$ cat src/pio_parallel_io_ports_defs.vh
`ifndef PIO_PARALLEL_IO_PORTS_DEFS_VH
`define PIO_PARALLEL_IO_PORTS_DEFS_VH

// Bus address width and register index width
`define PIO_ADDR_W 8
`define PIO_IDX_W 6
`define PIO_IDX_LSB 2

// Register indices, byte address is four times the index
`define PIO_IDX_PORT_A 6'h00
`define PIO_IDX_PORT_B 6'h01
`define PIO_IDX_PORT_C 6'h02
`define PIO_IDX_PORT_D 6'h03
`define PIO_IDX_DIR_A 6'h04
`define PIO_IDX_DIR_B 6'h05
`define PIO_IDX_DIR_C 6'h06
`define PIO_IDX_CLK_CTL 6'h07
`define PIO_IDX_ADC_DATA 6'h08
`define PIO_IDX_ADC_CTL 6'h09

// Field positions
`define PIO_CLK_OUT_BIT 3
`define PIO_CONV_ON_BIT 5
`define PIO_CLK_PIN 2

// Reset values
`define PIO_DIR_RST 8'h00
`define PIO_BIT_RST 1'b0

// Bus answers and lanes
`define PIO_RESP_OKAY 2'b00
`define PIO_RESP_SLVERR 2'b10
`define PIO_STRB_LOW 0

`endif

$ cat src/pio_parallel_io_ports.v
// Function
// - Three bidirectional bytes plus one input-only byte
// - Direction one drives pin, zero listens
// - Reset clears all direction registers
// - Direction registers read back what was written
// - Output bits read back the latch
// - Input bits read back the pin
// - Write to output bit drives pin at once
// - Write to input bit still loads latch
// - Data latches keep value through reset
// - Clock enable bit puts clock on C2
// - Clock output forces C2 output, reads latch
// - Other port C pins stay normal
// - Reset clears clock enable, so does a write with bit 3 low
// - Input-only port never drives pins
// - Converter on makes input pins analog
// - Reset turns converter off
// - Input-only port readable at any time
// - Converter-on bit selects input pin function
`timescale 1ns/100ps
`include "pio_parallel_io_ports_defs.vh"

module pio_parallel_io_ports
(
   input wire aclk, // Clock
   input wire aresetn, // Synchronous reset, low
   input wire ce, // Clock enable
   input wire [`PIO_ADDR_W-1:0] s_axi_awaddr, // Write address
   input wire [2:0] s_axi_awprot, // Write protection, unused
   input wire s_axi_awvalid, // Write address valid
   output wire s_axi_awready, // Write address ready
   input wire [31:0] s_axi_wdata, // Write data
   input wire [3:0] s_axi_wstrb, // Write strobes
   input wire s_axi_wvalid, // Write data valid
   output wire s_axi_wready, // Write data ready
   output wire [1:0] s_axi_bresp, // Write response
   output wire s_axi_bvalid, // Write response valid
   input wire s_axi_bready, // Write response ready
   input wire [`PIO_ADDR_W-1:0] s_axi_araddr, // Read address
   input wire [2:0] s_axi_arprot, // Read protection, unused
   input wire s_axi_arvalid, // Read address valid
   output wire s_axi_arready, // Read address ready
   output wire [31:0] s_axi_rdata, // Read data
   output wire [1:0] s_axi_rresp, // Read response
   output wire s_axi_rvalid, // Read data valid
   input wire s_axi_rready, // Read data ready
   input wire [7:0] port_a_in, // Port A pin level
   output wire [7:0] port_a_out, // Port A pin drive value
   output wire [7:0] port_a_oe, // Port A drive enable
   input wire [7:0] port_b_in, // Port B pin level
   output wire [7:0] port_b_out, // Port B pin drive value
   output wire [7:0] port_b_oe, // Port B drive enable
   input wire [7:0] port_c_in, // Port C pin level
   output wire [7:0] port_c_out, // Port C pin drive value
   output wire [7:0] port_c_oe, // Port C drive enable
   input wire [7:0] input_only_pins, // Input-only port levels
   output wire converter_on, // Input-only pins given to converter
   output wire internal_bus_clock // Bus clock seen on C2
);

   // Pin synchronisers
   reg [7:0] pa_s1_r;
   reg [7:0] pa_s2_r;
   reg [7:0] pb_s1_r;
   reg [7:0] pb_s2_r;
   reg [7:0] pc_s1_r;
   reg [7:0] pc_s2_r;
   reg [7:0] pd_s1_r;
   reg [7:0] pd_s2_r;

   // Port state
   reg [7:0] port_a_data_r;
   reg [7:0] port_b_data_r;
   reg [7:0] port_c_data_r;
   reg [7:0] direction_bit_a_r;
   reg [7:0] direction_bit_b_r;
   reg [7:0] direction_bit_c_r;
   reg clock_out_enable_r;
   reg converter_on_r;
   reg bus_clk_r;

   // Bus slave state
   reg aw_full_r;
   reg w_full_r;
   reg [`PIO_ADDR_W-1:0] aw_addr_r;
   reg [7:0] w_byte_r;
   reg w_low_r;
   reg bvalid_r;
   reg [1:0] bresp_r;
   reg rvalid_r;
   reg [1:0] rresp_r;
   reg [7:0] rdata_r;

   wire [`PIO_IDX_W-1:0] wr_idx;
   wire [`PIO_IDX_W-1:0] rd_idx;
   wire wr_fire;
   wire wr_en;
   wire rd_fire;
   wire [7:0] clk_mask;
   wire [7:0] dir_c_eff;
   reg [7:0] rd_byte;

   // Register index from a byte address
   function [`PIO_IDX_W-1:0] pio_index;
      input [`PIO_ADDR_W-1:0] addr;
      begin
         pio_index = addr[`PIO_ADDR_W-1:`PIO_IDX_LSB];
      end
   endfunction

   // Index names a register of this block
   function pio_mapped;
      input [`PIO_IDX_W-1:0] idx;
      begin
         pio_mapped = (idx <= `PIO_IDX_ADC_CTL) && (idx != `PIO_IDX_ADC_DATA);
      end
   endfunction

   // Per-bit choice of latch or pin
   function [7:0] pio_pin_read;
      input [7:0] dir;
      input [7:0] latch;
      input [7:0] pin;
      begin
         pio_pin_read = (dir & latch) | (~dir & pin);
      end
   endfunction

   // Two flops on every pin before use
   always @(posedge aclk)
   begin
      if (ce)
      begin
         pa_s1_r <= port_a_in;
         pa_s2_r <= pa_s1_r;
         pb_s1_r <= port_b_in;
         pb_s2_r <= pb_s1_r;
         pc_s1_r <= port_c_in;
         pc_s2_r <= pc_s1_r;
         pd_s1_r <= input_only_pins;
         pd_s2_r <= pd_s1_r;
      end
   end

   // Bus handshakes
   assign s_axi_awready = ce & aresetn & ~aw_full_r;
   assign s_axi_wready = ce & aresetn & ~w_full_r;
   assign s_axi_arready = ce & aresetn & ~rvalid_r;
   assign wr_fire = ce & aw_full_r & w_full_r & ~bvalid_r;
   assign rd_fire = s_axi_arvalid & s_axi_arready;
   assign wr_idx = pio_index(aw_addr_r);
   assign rd_idx = pio_index(s_axi_araddr);
   assign wr_en = wr_fire & w_low_r & pio_mapped(wr_idx);

   // Write address and data captured in either order
   always @(posedge aclk)
   begin
      if (!aresetn)
      begin
         aw_full_r <= 1'b0;
         w_full_r <= 1'b0;
         aw_addr_r <= {`PIO_ADDR_W{1'b0}};
         w_byte_r <= 8'h00;
         w_low_r <= 1'b0;
         bvalid_r <= 1'b0;
         bresp_r <= `PIO_RESP_OKAY;
      end
      else if (ce)
      begin
         if (s_axi_awvalid && s_axi_awready)
         begin
            aw_full_r <= 1'b1;
            aw_addr_r <= s_axi_awaddr;
         end
         if (s_axi_wvalid && s_axi_wready)
         begin
            w_full_r <= 1'b1;
            w_byte_r <= s_axi_wdata[7:0];
            w_low_r <= s_axi_wstrb[`PIO_STRB_LOW];
         end
         if (wr_fire)
         begin
            aw_full_r <= 1'b0;
            w_full_r <= 1'b0;
            bvalid_r <= 1'b1;
            bresp_r <= pio_mapped(wr_idx) ? `PIO_RESP_OKAY : `PIO_RESP_SLVERR;
         end
         else if (bvalid_r && s_axi_bready)
         begin
            bvalid_r <= 1'b0;
         end
      end
   end

   // Data latches load on every write with strobe bit 0 set, whatever the direction
   always @(posedge aclk)
   begin
      if (wr_en)
      begin
         case (wr_idx)
            `PIO_IDX_PORT_A: port_a_data_r <= w_byte_r;
            `PIO_IDX_PORT_B: port_b_data_r <= w_byte_r;
            `PIO_IDX_PORT_C: port_c_data_r <= w_byte_r;
            default: ;
         endcase
      end
   end

   // Direction and control registers
   always @(posedge aclk)
   begin
      if (!aresetn)
      begin
         direction_bit_a_r <= `PIO_DIR_RST;
         direction_bit_b_r <= `PIO_DIR_RST;
         direction_bit_c_r <= `PIO_DIR_RST;
         clock_out_enable_r <= `PIO_BIT_RST;
         converter_on_r <= `PIO_BIT_RST;
      end
      else if (wr_en)
      begin
         case (wr_idx)
            `PIO_IDX_DIR_A: direction_bit_a_r <= w_byte_r;
            `PIO_IDX_DIR_B: direction_bit_b_r <= w_byte_r;
            `PIO_IDX_DIR_C: direction_bit_c_r <= w_byte_r;
            `PIO_IDX_CLK_CTL: clock_out_enable_r <= w_byte_r[`PIO_CLK_OUT_BIT];
            `PIO_IDX_ADC_CTL: converter_on_r <= w_byte_r[`PIO_CONV_ON_BIT];
            default: ;
         endcase
      end
   end

   // Bus clock copy that runs with the block
   always @(posedge aclk)
   begin
      if (!aresetn)
      begin
         bus_clk_r <= 1'b0;
      end
      else if (ce)
      begin
         bus_clk_r <= ~bus_clk_r;
      end
   end

   // Clock output forces only pin two of port C
   assign clk_mask = {{(7-`PIO_CLK_PIN){1'b0}}, clock_out_enable_r, {`PIO_CLK_PIN{1'b0}}};
   assign dir_c_eff = direction_bit_c_r | clk_mask;

   // Register read mux
   always @*
   begin
      rd_byte = 8'h00;
      case (rd_idx)
         `PIO_IDX_PORT_A: rd_byte = pio_pin_read(direction_bit_a_r, port_a_data_r, pa_s2_r);
         `PIO_IDX_PORT_B: rd_byte = pio_pin_read(direction_bit_b_r, port_b_data_r, pb_s2_r);
         `PIO_IDX_PORT_C: rd_byte = pio_pin_read(dir_c_eff, port_c_data_r, pc_s2_r);
         `PIO_IDX_PORT_D: rd_byte = pd_s2_r;
         `PIO_IDX_DIR_A: rd_byte = direction_bit_a_r;
         `PIO_IDX_DIR_B: rd_byte = direction_bit_b_r;
         `PIO_IDX_DIR_C: rd_byte = direction_bit_c_r;
         `PIO_IDX_CLK_CTL: rd_byte[`PIO_CLK_OUT_BIT] = clock_out_enable_r;
         `PIO_IDX_ADC_CTL: rd_byte[`PIO_CONV_ON_BIT] = converter_on_r;
         default: rd_byte = 8'h00;
      endcase
   end

   // Read answer one cycle after the address is taken
   always @(posedge aclk)
   begin
      if (!aresetn)
      begin
         rvalid_r <= 1'b0;
         rresp_r <= `PIO_RESP_OKAY;
         rdata_r <= 8'h00;
      end
      else if (ce)
      begin
         if (rd_fire)
         begin
            rvalid_r <= 1'b1;
            rdata_r <= pio_mapped(rd_idx) ? rd_byte : 8'h00;
            rresp_r <= pio_mapped(rd_idx) ? `PIO_RESP_OKAY : `PIO_RESP_SLVERR;
         end
         else if (rvalid_r && s_axi_rready)
         begin
            rvalid_r <= 1'b0;
         end
      end
   end

   // Bus outputs
   assign s_axi_bvalid = bvalid_r;
   assign s_axi_bresp = bresp_r;
   assign s_axi_rvalid = rvalid_r;
   assign s_axi_rresp = rresp_r;
   assign s_axi_rdata = {24'h000000, rdata_r};

   // Pin drive, latch straight to pin except C2 while clock output is on
   assign port_a_out = port_a_data_r;
   assign port_a_oe = direction_bit_a_r;
   assign port_b_out = port_b_data_r;
   assign port_b_oe = direction_bit_b_r;
   assign port_c_out = (port_c_data_r & ~clk_mask) | ({8{bus_clk_r}} & clk_mask);
   assign port_c_oe = dir_c_eff;

   // Input-only port has no drive; converter takes its pins
   assign converter_on = converter_on_r;
   assign internal_bus_clock = bus_clk_r;

endmodule // pio_parallel_io_ports

$ cat config.mk
export PLATFORM = sky130hd
export DESIGN_NAME = pio_parallel_io_ports
export DESIGN_NICKNAME = d
export VERILOG_FILES = /design/src/pio_parallel_io_ports.v
export VERILOG_INCLUDE_DIRS = /design/src /design/src/src
export SDC_FILE = /design/constraint.sdc
export NUM_CORES = 1
export LEC_CHECK = 0
export BUFFER_PORTS_ARGS = -buffer_cell sky130_fd_sc_hd__buf_2
export CAP_MARGIN = 20
export CORE_UTILIZATION = 50
export DETAILED_ROUTE_END_ITERATION = 10
export PLACE_DENSITY = 0.81
export SLEW_MARGIN = 20
export SYNTH_ARGS = -nofsm -noshare
export SYNTH_HDL_FRONTEND = slang
export SYNTH_SLANG_ARGS = --single-unit
$ cat constraint.sdc
create_clock -name aclk -period 2.5 [get_ports aclk]
set_input_delay 0.25 -clock aclk [delete_from_list [all_inputs] [get_ports aclk]]
set_output_delay 0.25 -clock aclk [all_outputs]
set_load 0.05 [all_outputs]
==> flow_summary.ini <==
[outcome]
status = finished, final reports clean

[placed_design]
place_congestion = 0.897
portBuffers = 125
dp_hpwl_um = 9970

[setup_path]
crit_arrival_ns = 2.19
r2r_end = port_a_out[3]$_DFFE_PP_
max_stage_delay_ns = 0.42
worst_setup_path_end_kind = flip-flop
r2r_slack_ns = 0.42
path_delay_family = simple AND/OR/NAND/NOR gates
cp_cell_sequence = nand4b_1 -> nor3_2 -> and2_1 -> nand2_1 -> nor3_1 -> buf_4
startpoint_type = flip-flop
timing.rr.start = w_full_r$_SDFFE_PN0P_
cp.required_ns = 2.61
crit_type = reg -> reg
crit_slowest_cell = nor3_1
r2r_cells = 6
cp_max_fo = 6
cp_num_buf_inv = 1

[timing]
period_share_pct = 83.2
tightestPinTransition_ns = 0.755
layout_min_cycle_time_ns = 2.08
holdWs_ns = 0.0155
hold_viol = 0
timing.final.setup_violations = 0
max_freq_mhz = 481
worst_slew_margin_rel_pct = 49.5
skew_ns = 0.00690
slew_violations = 0
rsz0062_at_grt = no
setup_tns_ns = 0

[logic_synthesis]
synth.yosys.seq_area_share_pct = 64.3
ys.flop_type = edfxtp_1
ys_ff_latch = 144
avgSynthCellArea_um2 = 12.0
synth-async-reset-ratio_pct = 0
synth-edff-count = 88
synth_top_area_share_pct = 45.2
synth_cells = 487
ys_warn_count = 0
synth_cell_types = 60
syn-cell-area_mm2 = 0.00585
synth_top_area_cell = edfxtp_1
synth_area_leaders = edfxtp_1, dfxtp_1, buf_4

[power_and_ir_drop]
p_int_mw = 4.32
vdd_ir_drop_max_v = 0.000419
p_leak_nw = 2.82
clock_power_share_pct = 45.3
p_sw_mw = 1.24
p_per_area_mw_per_mm2 = 770
p_seq_share_pct = 47.8
p_sw_share_pct = 22.3
power_frac_comb_pct = 6.8

[routing]
dr.pass1.iters = 7
routedWlPerCell_um = 18.7
vias = 4333
wl_um = 14700
postRouteAntennaNets = 0
drc = 0
via_per_inst = 5.53
drt_iter0_drc = 424

[floorplan]
rows = 39
initial_core_util_pct = 51.2
die_w_um = 110
ios = 189
dieArea_mm2 = 0.0121
core-area_mm2 = 0.0114
die-height_um = 110

[global_routing]
track_usage_pct = 25.2
grt_max_degree = 50
antenna_found_initial = 1
grt_pass1_wl_um = 21800
grt_pass1_vias = 4123
gr-total-overflow = 0

[cts]
cts_sinks = 144
cts_htree_levels = 4
cts_buffer_depth = 2
postCtsSetupRepairBufs = 0
clkSlewWorstSetupHoldPaths_ns = 0.06
clk-insertion-delay-late_ns = 0.41
cts-buffers-inserted = 17
cts_tree = yes
cts_root_buf = clkbuf_16

[min_path]
hold_path_depth = 1
hold_end = pd_s1_r[4]$_DFFE_PP_
hp-class = in -> reg
hp-start = input_only_pins[4]

[flow_run]
cap_violations = 0

[cells_and_area]
final_common_cell = buf_2
mostFrequentLayoutCells = buf_2, edfxtp_1, dfxtp_1, nand2_1, o21ai_1
nets = 725
num_antenna_cells = 0
syn_to_final_growth_pct = 23.6
layout-drive-gt1-share_pct = 28.1
## synth_stat cells (3+ instances only)
cell and count:
edfxtp_1 88, dfxtp_1 56, nand2_1 49, buf_4 40, o21ai_1 38, nand3_1 32
nor2_1 22, mux2i_1 17, a21oi_1 15, o21ai_0 12, clkbuf_1 11, nand2b_1 11
a31oi_1 8, nor2b_1 8, buf_2 6, inv_1 6, mux2_2 5, a22oi_1 4
nor3_1 4, o211a_1 3
## cells by family after synthesis
kind of cell              Yosys count  synth area share (%)
muxes                              23                  4.06
AOI/OAI and AO/OA                 106                  11.8
xor gates and xnor gates            1                 0.150
and+or+nand+nor                   145                  12.4
buffers and inverters              67                  7.12
DFF                               144                  64.3
other                               1                0.0641
## registers in the layout, summed over array words and instances (netlist names), 6 cells and up
name               count
port_c_data_r          8
pd_s1_r                8
aw_addr_r              6
pc_s1_r                8
pa_s1_r                8
w_byte_r               8
port_a_oe              8
pb_s1_r                8
port_a_out             8
rdata_r                8
pc_s2_r                8
pb_s2_r                8
port_b_out             8
direction_bit_c_r      8
pd_s2_r                8
pa_s2_r                8
port_b_oe              8
## per-stage QoR
| stage | instances | total power, mW | instance area [µm²] | setup slack (ns) | util (%) |
|---|---|---|---|---|---|
| finish | 783 | 5.57 | 7230 | 0.419 | 63.3 |
| global route | 783 | 5.72 | 7230 | 0.301 | 63.3 |
| CTS | 771 | 5.56 | 7110 | 0.463 | 62.3 |
| detailed placement | 732 | 3.06 | 6450 | 0.495 | 56.5 |
| global placement | 732 | 3.05 | 6450 | 0.519 | 56.5 |
| floorplan | 512 | 2.96 | 5940 | 0.118 | - |
## power groups by stage
stage | Sequential (mW) | Clock [mW] | Combinational, mW
after floorplan | 2.71 | 0 | 0.250
after global placement | 2.70 | 0 | 0.347
after detailed placement | 2.71 | 0 | 0.354
after CTS | 2.66 | 2.54 | 0.364
after global routing | 2.67 | 2.64 | 0.409
final | 2.66 | 2.52 | 0.381
## layout make-up
class                      count  area (µm²)
clock inverter                11         140
tap                          143         179
sequential                   144        3760
inverter                       7        26.3
timing repair buffer         156         906
multi-input combinational    301        1760
clock buffer                  21         450
fill                         868        4190
## what timing repair did
item | CTS | global route
gates resized for setup | 0 | 0
setup endpoints to repair | 0 | 0
hold endpoints to repair | 7 | 12
hold buffers | 7 | 12
## layer usage
metal  wire, µm  track usage, %  vias to the layer above
met3       1650            10.2                       36
li1           -               -                     2000
met4        425            10.6                        2
met1       5720            31.1                     2046
met2       6870            39.3                      249
met5         13               0                        -
## how the worst max path moves through the flow
stage	start	to	slack [ns]	depth (start not counted)
detailed placement	w_full_r$_SDFFE_PN0P_	port_a_out[2]$_DFFE_PP_	0.50	6
finish	w_full_r$_SDFFE_PN0P_	port_a_out[3]$_DFFE_PP_	0.42	6
global route	w_full_r$_SDFFE_PN0P_	port_b_out[0]$_DFFE_PP_	0.30	6
CTS	aw_full_r$_SDFFE_PN0P_	port_a_out[3]$_DFFE_PP_	0.46	6
floorplan	s_axi_bvalid$_SDFFE_PN0P_	port_c_data_r[0]$_DFFE_PP_	0.12	5
global placement	ce	port_b_out[7]$_DFFE_PP_	0.52	7
No activity file was read; power rests on OpenSTA's default activity.
